### config.mk
export PLATFORM = sky130hd
export DESIGN_NAME = qa_watchdog
export DESIGN_NICKNAME = d
export VERILOG_FILES = /design/src/inc/wdg_pkg.sv /design/src/rtl/qa_watchdog.sv
export SDC_FILE = /design/constraint.sdc
export NUM_CORES = 1
export LEC_CHECK = 0
export BUFFER_PORTS_ARGS = -buffer_cell sky130_fd_sc_hd__buf_4
export CAP_MARGIN = 20
export CORE_AREA = 2 2 100 140
export DETAILED_ROUTE_END_ITERATION = 8
export DIE_AREA = 0 0 102 142
export PLACE_DENSITY = 0.63
export SYNTH_ARGS = -nofsm -noshare
export SYNTH_HDL_FRONTEND = slang
export SYNTH_SLANG_ARGS = --single-unit
### constraint.sdc
create_clock -name mclk -period 4.63 [get_ports mclk]
set_clock_uncertainty 0.15 [all_clocks]
set_input_delay 0.926 -clock mclk [delete_from_list [all_inputs] [get_ports mclk]]
set_output_delay 0.926 -clock mclk [all_outputs]
set_load 0.03 [all_outputs]
### src/inc/wdg_pkg.sv
// Constants, types and register map of the question-and-answer watchdog.
// Assumes a single 100 MHz clock and byte-wide registers on a plain port.
// Overview of operation
// - Normal or ListenOnly mode: window mode, answer taken in second half only.
// - Standby mode: timeout mode, correct answer accepted any time in period.
// - Period length chosen by a select field in the watchdog config register.
// - In Standby, disable bit set to 1 is honoured only with nothing pending.
// - New interrupt or answer write re-activates watchdog, clears disable bit.
// - Valid trigger needs answer equal to bitwise inverse of question.
// - Answer counts only if its serial transfer had no failure flag.
// - Invalid: wrong answer, period overflow, or early answer in window mode.
// - Every valid or invalid trigger restarts timer and makes a new question.
// - Fail counter loaded with 2 when device leaves Reset mode.
// - Each invalid trigger increments fail counter, saturating at 3.
// - Counter 3 after increment and debug bit clear: enter fail-count state.
// - Development mode entered only by special boot sequence; watchdog idle.
// - Development mode status readable in watchdog status register.
// - Outside development mode debug bit may be cleared but never set.
// - Any answer write clears development mode and resumes the watchdog.
// - Debug bit at 1 keeps bad serving from starting the reset process.
// - Standby/Sleep: receive pin low on wake/power-on, or any, per select.
// - Each source has its enable; power-on and frame-error always enabled.
// - Status bits clear by writing 1; the raising condition is untouched.
// - Set and clear in one cycle: set wins, bit stays 1.
package wdg_pkg;

	// Timing
	localparam int CLK_NS   = 10;                  // Clock period, ns
	localparam int TICK_NS  = 1000000;             // Watchdog time base, ns
	localparam int TICK_CYC = TICK_NS / CLK_NS;    // Cycles per time base tick

	// Register offsets
	localparam logic [3:0] A_WD_CFG  = 4'h0;
	localparam logic [3:0] A_WD_QUES = 4'h1;
	localparam logic [3:0] A_WD_ANS  = 4'h2;
	localparam logic [3:0] A_WD_STAT = 4'h3;
	localparam logic [3:0] A_IRQ_ST  = 4'h4;
	localparam logic [3:0] A_IRQ_EN  = 4'h5;
	localparam logic [3:0] A_SYS_CFG = 4'h6;

	// Field positions
	localparam int CFG_PER_LSB = 0;                // Three-bit period select
	localparam int CFG_DBG     = 3;                // Debug bit
	localparam int CFG_OFF     = 4;                // Disable bit
	localparam int ST_FC_LSB   = 0;                // Two-bit fail counter
	localparam int ST_SDM      = 2;                // Development mode status
	localparam int ST_RUN      = 3;                // Watchdog running
	localparam int ST_WIN      = 4;                // Window mode active
	localparam int SYS_RXD_SEL = 0;                // Receive pin irq select
	localparam int IRQ_PO      = 0;                // Power-on
	localparam int IRQ_FDE     = 1;                // Frame detect error
	localparam int IRQ_WAKE    = 2;                // Wake-up

	// Values
	localparam logic [7:0] IRQ_ALWAYS   = 8'h03;   // Sources without enable
	localparam logic [7:0] IRQ_WAKE_MSK = 8'h05;   // Wake-up and power-on
	localparam logic [7:0] IRQ_ALL_MSK  = 8'hFF;
	localparam logic [7:0] IRQ_STAT_RST = 8'h01;   // Power-on pending
	localparam logic [7:0] IRQ_EN_RST   = 8'h00;
	localparam logic [2:0] PER_SEL_RST  = 3'h4;
	localparam logic [1:0] FC_INIT      = 2'h2;
	localparam logic [1:0] FC_MAX       = 2'h3;
	localparam logic [7:0] Q_SEED       = 8'hA5;
	localparam logic [7:0] LFSR_TAPS    = 8'hB8;   // Maximal length, 255 states

	typedef enum logic [2:0] {
		MODE_RESET   = 3'h0,
		MODE_STANDBY = 3'h1,
		MODE_NORMAL  = 3'h2,
		MODE_LISTEN  = 3'h3,
		MODE_SLEEP   = 3'h4
	} dev_mode_t;

	// Gray along halt, run, off, development
	typedef enum logic [1:0] {
		WD_HALT = 2'h0,
		WD_RUN  = 2'h1,
		WD_OFF  = 2'h3,
		WD_SDM  = 2'h2
	} wd_state_t;

	typedef struct packed {
		logic [3:0] addr;
		logic [7:0] wdata;
		logic       wr;
		logic       rd;
	} reg_req_t;

	typedef struct packed {
		wd_state_t   wst;
		dev_mode_t   mode_d;
		logic [16:0] tick_cnt;
		logic [15:0] timer;
		logic [7:0]  question;
		logic [2:0]  period_sel;
		logic        debug;
		logic [1:0]  fail_cnt;
		logic        fail_inc;
		logic [7:0]  irq_status;
		logic [7:0]  irq_en;
		logic        rxd_sel;
		logic        rxd_n;
		logic [7:0]  rd_data;
	} core_state_t;

	localparam core_state_t CORE_RST = '{
		wst: WD_HALT, mode_d: MODE_RESET, tick_cnt: 17'h00000,
		timer: 16'h0000, question: Q_SEED, period_sel: PER_SEL_RST,
		debug: 1'h0, fail_cnt: FC_INIT, fail_inc: 1'h0,
		irq_status: IRQ_STAT_RST, irq_en: IRQ_EN_RST, rxd_sel: 1'h0,
		rxd_n: 1'h1, rd_data: 8'h00};

endpackage : wdg_pkg

### src/rtl/qa_watchdog.sv
// Question-and-answer watchdog with interrupt flags and receive pin signalling.
// Assumes all inputs come from logic on mclk; events are one-cycle pulses.
`timescale 1ns/1ps
module qa_watchdog
	import wdg_pkg::*;
#(
	parameter int unsigned TICK_CYCLES = TICK_CYC, // Cycles per time base tick
	parameter int unsigned PER_BASE    = 8         // Ticks of shortest period
) (
	input  wire logic       mclk,                  // Clock, 100 MHz
	input  wire logic       rst_b,                 // Async reset, active low
	input  wire reg_req_t   req,                   // Register request
	output logic [7:0]      rd_data,               // Read data, next cycle
	input  wire dev_mode_t  dev_mode,              // Device operating mode
	input  wire logic       serial_failure_flag,   // Transfer in error
	input  wire logic       special_boot_sequence, // Boot sequence seen, pulse
	input  wire logic [7:0] irq_event,             // Source events, pulses
	output logic            fail_inc,              // Enter fail-count state, pulse
	output logic            rxd_n                  // Receive pin, low on selected irq in Standby/Sleep
);

	core_state_t s_r;
	core_state_t s_nxt;
	logic        wr_cfg;
	logic        wr_ans;
	logic        wr_ist;
	logic        wr_ien;
	logic        wr_sys;
	logic        stby_mode;
	logic        win_mode;
	logic        act_mode;
	logic        running;
	logic        sdm_on;
	logic        tick;
	logic        expire;
	logic        early;
	logic        ans_ok;
	logic        trig;
	logic        invalid;
	logic        leave_reset;
	logic        off_ok;
	logic [7:0]  irq_en_eff;
	logic [7:0]  irq_set;
	logic [7:0]  irq_clr;
	logic [7:0]  rxd_msk;
	logic [15:0] period;
	logic [7:0]  q_next;

	// Write decode
	assign wr_cfg = req.wr && (req.addr == A_WD_CFG);
	assign wr_ans = req.wr && (req.addr == A_WD_ANS);
	assign wr_ist = req.wr && (req.addr == A_IRQ_ST);
	assign wr_ien = req.wr && (req.addr == A_IRQ_EN);
	assign wr_sys = req.wr && (req.addr == A_SYS_CFG);

	// Mode classification
	assign stby_mode = (dev_mode == MODE_STANDBY);
	assign win_mode  = (dev_mode == MODE_NORMAL) || (dev_mode == MODE_LISTEN);
	assign act_mode  = stby_mode || win_mode;
	assign running   = (s_r.wst == WD_RUN);
	assign sdm_on    = (s_r.wst == WD_SDM);
	assign leave_reset = (s_r.mode_d == MODE_RESET) && (dev_mode != MODE_RESET);

	// Period from select field, in ticks
	assign period = 16'(PER_BASE) << s_r.period_sel;
	assign tick   = (s_r.tick_cnt == 17'(TICK_CYCLES - 1));
	assign expire = running && tick && (s_r.timer >= (period - 16'h0001));

	// Early answer only matters in window mode
	assign early  = win_mode && (s_r.timer < (period >> 1));

	// Answer check: inverse of question, clean transfer, right time
	assign ans_ok = (req.wdata == ~s_r.question)
		&& !serial_failure_flag
		&& !early;

	// Any answer or overflow while running is a trigger
	assign trig    = running && (wr_ans || expire);
	assign invalid = running && (wr_ans ? !ans_ok : expire);

	// Interrupt enables and set/clear terms
	assign irq_en_eff = s_r.irq_en | IRQ_ALWAYS;
	assign irq_set    = irq_event & irq_en_eff;
	assign irq_clr    = wr_ist ? req.wdata : 8'h00;

	// Disable request allowed only quiet and in Standby
	assign off_ok = stby_mode && (s_r.irq_status == 8'h00) && (irq_set == 8'h00);

	// Galois shift register for the next question
	assign q_next = {1'h0, s_r.question[7:1]} ^ (s_r.question[0] ? LFSR_TAPS : 8'h00);

	// Receive pin source selection
	assign rxd_msk = s_r.rxd_sel ? IRQ_ALL_MSK : IRQ_WAKE_MSK;

	// Next state of the whole block
	always_comb begin
		logic restart;
		restart = 1'h0;
		s_nxt = s_r;
		s_nxt.mode_d = dev_mode;
		s_nxt.fail_inc = 1'h0;
		s_nxt.rd_data = 8'h00;

		// Time base divider
		if (tick) begin
			s_nxt.tick_cnt = 17'h00000;
		end else begin
			s_nxt.tick_cnt = s_r.tick_cnt + 17'h00001;
		end

		// Watchdog timer counts ticks while running
		if (running && tick) begin
			s_nxt.timer = s_r.timer + 16'h0001;
		end

		// Configuration writes
		if (wr_cfg) begin
			s_nxt.period_sel = req.wdata[CFG_PER_LSB +: 3];
			s_nxt.debug = req.wdata[CFG_DBG] && (sdm_on || s_r.debug);
		end
		if (wr_ien) begin
			s_nxt.irq_en = req.wdata & ~IRQ_ALWAYS;
		end
		if (wr_sys) begin
			s_nxt.rxd_sel = req.wdata[SYS_RXD_SEL];
		end

		// Write one to clear; a new event in the same cycle wins
		s_nxt.irq_status = (s_r.irq_status & ~irq_clr) | irq_set;

		// Watchdog state machine
		case (s_r.wst)
			WD_HALT: begin
				if (act_mode) begin
					s_nxt.wst = WD_RUN;
					restart = 1'h1;
				end
			end
			WD_RUN: begin
				if (!act_mode) begin
					s_nxt.wst = WD_HALT;
					s_nxt.timer = 16'h0000;
				end else if (trig) begin
					restart = 1'h1;
				end else if (wr_cfg && req.wdata[CFG_OFF] && off_ok) begin
					s_nxt.wst = WD_OFF;
				end
			end
			WD_OFF: begin
				if (!act_mode) begin
					s_nxt.wst = WD_HALT;
				end else if (!stby_mode || (irq_set != 8'h00) || wr_ans) begin
					s_nxt.wst = WD_RUN;
					restart = 1'h1;
				end else if (wr_cfg && !req.wdata[CFG_OFF]) begin
					s_nxt.wst = WD_RUN;
					restart = 1'h1;
				end
			end
			WD_SDM: begin
				if (wr_ans) begin
					s_nxt.wst = act_mode ? WD_RUN : WD_HALT;
					restart = 1'h1;
				end
			end
			default: begin
				s_nxt.wst = WD_HALT;
			end
		endcase

		// Development mode only from the boot sequence
		if (special_boot_sequence && !wr_ans) begin
			s_nxt.wst = WD_SDM;
		end

		// Fresh period and question
		if (restart) begin
			s_nxt.timer = 16'h0000;
			s_nxt.question = q_next;
		end

		// Fail counter, saturating
		if (invalid) begin
			if (s_r.fail_cnt != FC_MAX) begin
				s_nxt.fail_cnt = s_r.fail_cnt + 2'h1;
			end
			if ((s_r.fail_cnt >= (FC_MAX - 2'h1)) && !s_r.debug) begin
				s_nxt.fail_inc = 1'h1;
			end
		end
		if (leave_reset) begin
			s_nxt.fail_cnt = FC_INIT;
		end

		// Receive pin signals pending interrupts in low power modes
		if ((dev_mode == MODE_STANDBY) || (dev_mode == MODE_SLEEP)) begin
			s_nxt.rxd_n = ((s_r.irq_status & rxd_msk) == 8'h00);
		end else begin
			s_nxt.rxd_n = 1'h1;
		end

		// Read data, valid only in the cycle after the strobe
		if (req.rd) begin
			case (req.addr)
				A_WD_CFG: begin
					s_nxt.rd_data = {3'h0, (s_r.wst == WD_OFF), s_r.debug, s_r.period_sel};
				end
				A_WD_QUES: begin
					s_nxt.rd_data = s_r.question;
				end
				A_WD_STAT: begin
					s_nxt.rd_data = {3'h0, win_mode, running, sdm_on, s_r.fail_cnt};
				end
				A_IRQ_ST: begin
					s_nxt.rd_data = s_r.irq_status;
				end
				A_IRQ_EN: begin
					s_nxt.rd_data = irq_en_eff;
				end
				A_SYS_CFG: begin
					s_nxt.rd_data = {7'h00, s_r.rxd_sel};
				end
				default: begin
					s_nxt.rd_data = 8'h00;
				end
			endcase
		end
	end

	// State register
	always_ff @(posedge mclk or negedge rst_b) begin
		if (!rst_b) begin
			s_r <= CORE_RST;
		end else begin
			s_r <= s_nxt;
		end
	end

	// Outputs straight from flops
	assign rd_data  = s_r.rd_data;
	assign fail_inc = s_r.fail_inc;
	assign rxd_n    = s_r.rxd_n;

	// Early correct answer in window mode counts as a failure
	a_window_early: assert property (@(posedge mclk) disable iff (!rst_b)
		(running && wr_ans && win_mode && (s_r.timer < (period >> 1)) && !leave_reset
			&& (s_r.fail_cnt == 2'h2))
		|=> (s_r.fail_cnt == 2'h3))
		else $error("early answer in window mode not counted");

	// Timeout mode accepts a correct answer at once
	a_timeout_any: assert property (@(posedge mclk) disable iff (!rst_b)
		(running && wr_ans && stby_mode && (req.wdata == ~s_r.question)
			&& !serial_failure_flag && !leave_reset)
		|=> (s_r.fail_cnt == $past(s_r.fail_cnt)) && !s_r.fail_inc)
		else $error("good answer in timeout mode rejected");

	// Disable bit only taken with nothing pending
	a_off_quiet: assert property (@(posedge mclk) disable iff (!rst_b)
		(s_r.wst != WD_OFF) ##1 (s_r.wst == WD_OFF)
		|-> ($past(s_r.irq_status) == 8'h00) && ($past(dev_mode) == MODE_STANDBY))
		else $error("watchdog disabled with interrupt pending");

	// New interrupt wakes a disabled watchdog
	a_off_wake: assert property (@(posedge mclk) disable iff (!rst_b)
		((s_r.wst == WD_OFF) && act_mode && (irq_set != 8'h00) && !special_boot_sequence)
		|=> (s_r.wst == WD_RUN) && (s_r.timer == 16'h0000))
		else $error("interrupt did not re-activate watchdog");

	// Serial failure spoils an otherwise good answer
	a_serial_failure_flag_bad: assert property (@(posedge mclk) disable iff (!rst_b)
		(running && wr_ans && serial_failure_flag && !leave_reset && (s_r.fail_cnt == 2'h2))
		|=> (s_r.fail_cnt == 2'h3))
		else $error("answer with serial failure accepted");

	// Trigger restarts the period with a new question
	a_trig_restart: assert property (@(posedge mclk) disable iff (!rst_b)
		(trig && act_mode && !special_boot_sequence)
		|=> (s_r.timer == 16'h0000) && (s_r.question != $past(s_r.question)))
		else $error("trigger did not restart watchdog");

	// Counter reloads on leaving Reset mode
	a_fc_load: assert property (@(posedge mclk) disable iff (!rst_b)
		leave_reset |=> (s_r.fail_cnt == 2'h2))
		else $error("fail counter not loaded with 2");

	// Saturation at three
	a_fc_sat: assert property (@(posedge mclk) disable iff (!rst_b)
		((s_r.fail_cnt == 2'h3) && !leave_reset) |=> (s_r.fail_cnt == 2'h3))
		else $error("fail counter left saturation");

	// Fail-count state entered at three without debug
	a_fc_enter: assert property (@(posedge mclk) disable iff (!rst_b)
		(invalid && (s_r.fail_cnt >= 2'h2) && !s_r.debug) |=> fail_inc ##1 !fail_inc)
		else $error("fail-count state not entered");

	// Debug bit blocks the fail path
	a_debug_block: assert property (@(posedge mclk) disable iff (!rst_b)
		s_r.debug |=> !fail_inc)
		else $error("fail path active with debug set");

	// Debug bit cannot be set outside development mode
	a_debug_hold: assert property (@(posedge mclk) disable iff (!rst_b)
		(!sdm_on && !s_r.debug) |=> !s_r.debug)
		else $error("debug bit set outside development mode");

	// Answer write ends development mode
	a_sdm_exit: assert property (@(posedge mclk) disable iff (!rst_b)
		(sdm_on && wr_ans) |=> !sdm_on)
		else $error("answer write did not leave development mode");

	// Set beats clear
	a_set_wins: assert property (@(posedge mclk) disable iff (!rst_b)
		(irq_set != 8'h00) |=> ((s_r.irq_status & $past(irq_set)) == $past(irq_set)))
		else $error("interrupt event lost");

	// Receive pin follows pending interrupts in Standby
	a_rxd_level: assert property (@(posedge mclk) disable iff (!rst_b)
		(stby_mode && ((s_r.irq_status & rxd_msk) != 8'h00)) |=> !rxd_n)
		else $error("receive pin not low with interrupt pending");

	// Question read returns the question of the strobe cycle
	a_ques_read: assert property (@(posedge mclk) disable iff (!rst_b)
		(req.rd && (req.addr == A_WD_QUES))
		|=> (rd_data == $past(s_r.question)))
		else $error("question read returned wrong value");

	// Status read reports development mode
	a_sdm_status: assert property (@(posedge mclk) disable iff (!rst_b)
		(req.rd && (req.addr == A_WD_STAT))
		|=> (rd_data[ST_SDM] == $past(sdm_on)))
		else $error("development mode status misreported");

	// Written ones clear their status bits when no event collides
	a_w1c_clear: assert property (@(posedge mclk) disable iff (!rst_b)
		(wr_ist && ((irq_set & req.wdata) == 8'h00))
		|=> ((s_r.irq_status & $past(req.wdata)) == 8'h00))
		else $error("status bit not cleared by writing one");

	// Pending bits stay until software clears them
	a_w1c_keep: assert property (@(posedge mclk) disable iff (!rst_b)
		!wr_ist
		|=> ((s_r.irq_status & $past(s_r.irq_status)) == $past(s_r.irq_status)))
		else $error("status bit lost without a clear");

	// Power-on and frame error sources need no enable
	a_always_on: assert property (@(posedge mclk) disable iff (!rst_b)
		((irq_event & IRQ_ALWAYS) != 8'h00)
		|=> ((s_r.irq_status & $past(irq_event) & IRQ_ALWAYS) == ($past(irq_event) & IRQ_ALWAYS)))
		else $error("always enabled source not captured");

	// Disabled source never raises its status bit
	a_masked_src: assert property (@(posedge mclk) disable iff (!rst_b)
		(((irq_event & ~irq_en_eff) != 8'h00) && ((s_r.irq_status & ~irq_en_eff) == 8'h00))
		|=> ((s_r.irq_status & ~$past(irq_en_eff)) == 8'h00))
		else $error("disabled source raised its status bit");

	// Wrong answer counts as a failure
	a_wrong_count: assert property (@(posedge mclk) disable iff (!rst_b)
		(running && wr_ans && (req.wdata != ~s_r.question) && !leave_reset && (s_r.fail_cnt == 2'h2))
		|=> (s_r.fail_cnt == 2'h3))
		else $error("wrong answer not counted");

	// Period overflow counts as a failure
	a_expire_count: assert property (@(posedge mclk) disable iff (!rst_b)
		(expire && !wr_ans && !leave_reset && (s_r.fail_cnt == 2'h2))
		|=> (s_r.fail_cnt == 2'h3))
		else $error("period overflow not counted");

	// Receive pin stays high outside the low power modes
	a_rxd_quiet: assert property (@(posedge mclk) disable iff (!rst_b)
		((dev_mode != MODE_STANDBY) && (dev_mode != MODE_SLEEP))
		|=> rxd_n)
		else $error("receive pin low outside low power modes");

	// Quiet Standby honours the disable request
	a_off_enter: assert property (@(posedge mclk) disable iff (!rst_b)
		(running && stby_mode && !trig && wr_cfg && req.wdata[CFG_OFF] && (s_r.irq_status == 8'h00)
			&& (irq_set == 8'h00) && !special_boot_sequence)
		|=> (s_r.wst == WD_OFF))
		else $error("disable request not honoured");

endmodule : qa_watchdog
Word level (Yosys, flattened, before mapping)
Index checks and enable logic that the tools add are counted.

Bits in registers: 77. Input port bits: 29. Output and inout bits: 10. Word-level logic and storage cells: 132.

$add $sub $neg: 4. Magnitude comparators: 3. Equality and inequality tests: 21. Shift operators: 1. Mux-type cells: 35. Bitwise logic cells: 7. Reduce and logical (&&, ||, !) cells: 47.

Operator list (number): $mux 16 (3); $pmux 8 s6 (1); $mux 8 (4); $and 8x8->8 (3); $logic_not 8->1 (3); $mux 24 (1); $mux 2 (11); $logic_and 1x1->1 (21); $add 17x1->17 const B (1); $eq 17x17->1 const B (1); $mux 17 (1); $add 16x1->16 const B (1); $ge 16x16->1 (1); $lt 16x15->1 (1); $not 8->8 (2); $shl 4x3->16 const A (1); $sub 16x1->16 const B (1); $eq 4x3->1 const B (3); $mux 1 (11); $eq 4x2->1 const B (2); $eq 8x8->1 (1); $or 8x8->8 (1); $pmux 2 s4 (1); $reduce_bool 8->1 (1); 26 further kinds (41).

Depth between registers and ports, before layout
Word-level depth: 10. Mapped depth: 16. Depth with buffers taken out: 13.

Worst setup path after synthesis
OpenSTA, ideal clock, no wires.

Kind: register to register. From: register s_r[30] (netlist name). To: register s_r[28] (netlist name). Setup time: 0.085 ns. Arrival: 3.438 ns. Data required time: 4.395 ns. Setup slack: 0.957 ns. Stages on the path, launching flop included: 15. Buffers on the path: 2. Period minus slack after synthesis: 3.673 ns. Cells stage by stage: dfrtp_1 clkbuf_1 or3_1 ha_1 clkbuf_1 nor3_1 a21o_1 a21oi_1 ha_1 nand3_1 a21o_1 a2111oi_0 nor2_1 a2111oi_2 mux2_1.

Word-level cells in the longest chain between the ends: 10. Elaborated cells on any way between the ends: 13. Those cells by class: 1 x add/sub; 2 x order compare; 1 x shift; 1 x mux; 8 x reduce/logical.

RTL lines: start: declaration (line qa_watchdog.sv:22) `core_state_t s_r;`; start signal: assignment (line qa_watchdog.sv:235) `s_r <= s_nxt;`; $shl 4x3->16 * (line qa_watchdog.sv:65) `assign period = 16'(PER_BASE) << s_r.period_sel;`; parallel branches: the longest is 5 deep, another holds $sub 16x1->16; $mux 1 * (line qa_watchdog.sv:79) `assign invalid = running && (wr_ans ? !ans_ok : expire);`; $logic_and 1x1->1 * (line qa_watchdog.sv:79); $reduce_bool 2->1 (no line) *; $reduce_and 2->1 (no line) *.

Every way passes the cells marked *. A chain may end at the register's enable or synchronous reset.

Final worst setup path
Ends and elaborated chain as after synthesis.

==> metrics.txt <==
status=complete, no violations; IO Pins=39; Starting Density=between 30 and 40%; synthesis-stage register bit count=between 70 and 80; DRT Pass-1 Iters=4; Worst R2R Path Depth=12; Final Hold Vio Count=0; Synth area leaders=dfrtp_1 (38%), ha_1 (7.2%), xor2_1 (4.8%); placed cells=about 660; full die area=~14000 um2; TNS Setup=0 ps; crit path launch=s_r[30]$_DFFE_PN0P_; Worst-Margin Slew=approximately 970 ps; Area Growth Syn to Fin=15.7%; ratio of cells with drive above 1 in the final layout=16.4%; Filler cells=1368; via count=3592; Fin Hold WS=340 ps; fmax=246 MHz; ANT nets after route=0; final wirelength=around 11000 um; htree depth=3; R2R setup slack=around 570 ps; Post-Synthesis Cells=between 400 and 500; Core ar.=about 13000 um2; Die Y=approximately 140 um; Multi-input gate area=about 2500 um2; Clk Latency, worst-skew pair=340 ps; WS Path Type=flop to flop; FF-to-FF End=s_r[28]$_DFFE_PN1P_; power density of the placed cells=332 nW/um2; CTS buffer count=9; max_cap viols=0; Avg Vias per Cell=5.32; routed len/inst=16.5 um; TritonCTS clock tree=built; RR Startpoint=s_r[30]$_DFFE_PN0P_; sequential area share after synthesis=approximately 43%; Mapped Area=about 4500 um2; top-count cell post-synth=dfrtp_1; ANT cells=0; number of global-route vias before repair=3765; Mapped Avg Cell Area=between 9 and 10 um2; CTS max path bufs=2; Post-CTS Setup Bufs=0; GPL Wtd Cong=0.900; CP Launch Type=flop; clk sinks=77; drc violations=0; Non-Filler Instances=between 600 and 700; Clk pin slew, worst setup/hold paths=about 60 ps; CTS Hold Buffers Added=0; Slew Limit Fails=0; initial antenna violation count=0; crit path max fanout=13; EDFF count, synth=0; Die X-Extent=102 um; ys async rst share=100%; largest net degree at the start of global routing=78; post-synth cell types=59; Synth area leader=dfrtp_1; worst path required time=around 4700 ps; Port Buffer Count=38; Pleak=2.33 nW; row cnt=50; CTS root buf=clkbuf_16; Reg area=1940 um2; Final min period=between 4000 and 5000 ps; GRT Util Overall=between 15 and 20%; Data arrival, critical path=approximately 4200 ps; GRT overflow=0; total number of yosys warnings=0; Peak VDD IR=0.170 mV; most frequent cells after synthesis=dfrtp_1 (69), nor2_1 (57), nand2_1 (42); unrepaired setup endpoints after global routing=no; Hold Path Class=flop to flop; PostCTS Resize Cnt=0; HPWL Detailed=around 8000 um; NumNets Final=around 540; Critical Path End Type=flop; Final Setup Violations=0; Starting DRT DRC Count=between 200 and 300; Tcrit/Tclk final=87.7%; Post-synth top flop=dfrtp_1; Setup crit end=s_r[28]$_DFFE_PN1P_; max_slew headroom=between 30% and 40%; area fraction of the dominant cell type after synthesis=between 30% and 40%; global-route wire length before repair=roughly 18000 um
how the worst min path moves through the flow:
stage          depth (start not counted)           startpoint            endpoint
6_report                               1    s_r[57]$_DFF_PN0_   s_r[57]$_DFF_PN0_
5_1_grt                                1    s_r[57]$_DFF_PN0_   s_r[57]$_DFF_PN0_
4_1_cts                                1    s_r[57]$_DFF_PN0_   s_r[57]$_DFF_PN0_
3_5_place_dp                           1    s_r[57]$_DFF_PN0_   s_r[57]$_DFF_PN0_
3_3_place_gp                           1    s_r[71]$_DFF_PN0_   s_r[71]$_DFF_PN0_
2_1_floorplan                          1  s_r[29]$_DFFE_PN0P_  fail_inc$_DFF_PN0_
logic make-up (layout without fill, tap and decap cells):
family	count (synthesis)	after routing	synth area share [%]
AO/OA/AOI/OAI	69	69	11.3
buffers and inverters	27	61	2.93
multiplexers	22	22	5.42
flip-flops	77	77	42.8
adder cells (fa/ha/maj)	26	26	7.19
XOR/XNOR	44	44	8.52
AND/OR/NAND/NOR	191	191	21.8
other	1	3	0.0829
metal layers:
layer | part of all wire [%] | wire (um) | GRT usage [%] | up-vias
met5 | 0 | 0 | 0 | -
met3 | 3.0 | 334 | 2.85 | 31
met4 | 3.9 | 435 | 8.98 | 0
met2 | 53 | 5930 | 28.2 | 74
li1 | - | - | - | 1707
met1 | 40 | 4420 | 19.1 | 1780
final cells by class:
class,instances,share of cell area (%)
sequential,77,37.0
clock buffer,10,4.37
multi-input combinational,355,47.0
timing repair buffer,39,5.59
clock inverter,6,1.22
inverter,6,0.430
tap,182,4.35
power breakdown:
group / total (mW) / internal (mW) / leakage, nW / switching (mW)
Clock: 0.702 / 0.416 / 0.138 / 0.285
Sequential: 0.759 / 0.711 / 0.969 / 0.0479
Combinational: 0.276 / 0.118 / 1.22 / 0.158
critical path, stage by stage (launching register included):
cell and delay (ps):
dfrtp_1 520, or3_1 440, ha_1 300, nor3_1 180
a21o_1 110, a21oi_1 80, ha_1 300, nand3_1 70
a21o_1 150, a2111oi_0 700, nor2_1 160, a2111oi_2 430
mux2_1 380
per-stage QoR:
| step | worst slack, ps | total power, mW | util (%) | cell area, um2 |
|---|---|---|---|---|
| after global routing | 355 | 1.82 | 39.5 | 5240 |
| after global placement | 789 | 1.03 | 37.3 | 4940 |
| after floorplan | 957 | 0.943 | - | 4530 |
| final | 568 | 1.74 | 39.5 | 5240 |
| after detailed placement | 669 | 1.04 | 37.3 | 4940 |
| after CTS | 627 | 1.75 | 39.5 | 5240 |
cells in the final DEF (no fill, tap or decap), drive strengths merged, types with 6 or more instances in the layout:
cell,count
a21o,6
a21oi,9
a22o,7
a22oi,6
and3,7
buf,39
clkbuf,10
dfrtp,69
dfstp,8
ha,26
inv,6
mux2,20
nand2,42
nand3,19
nand4,13
nor2,57
nor3,10
nor4,8
o21ai,8
xnor2,19
xor2,25
sequential cells by signal (all words and copies together), names as in the netlist:
name and count:
rxd_n 1, s_r 61, fail_inc 1, irq_en_eff 6, rd_data 8
Power figures use the tool's default switching activity.
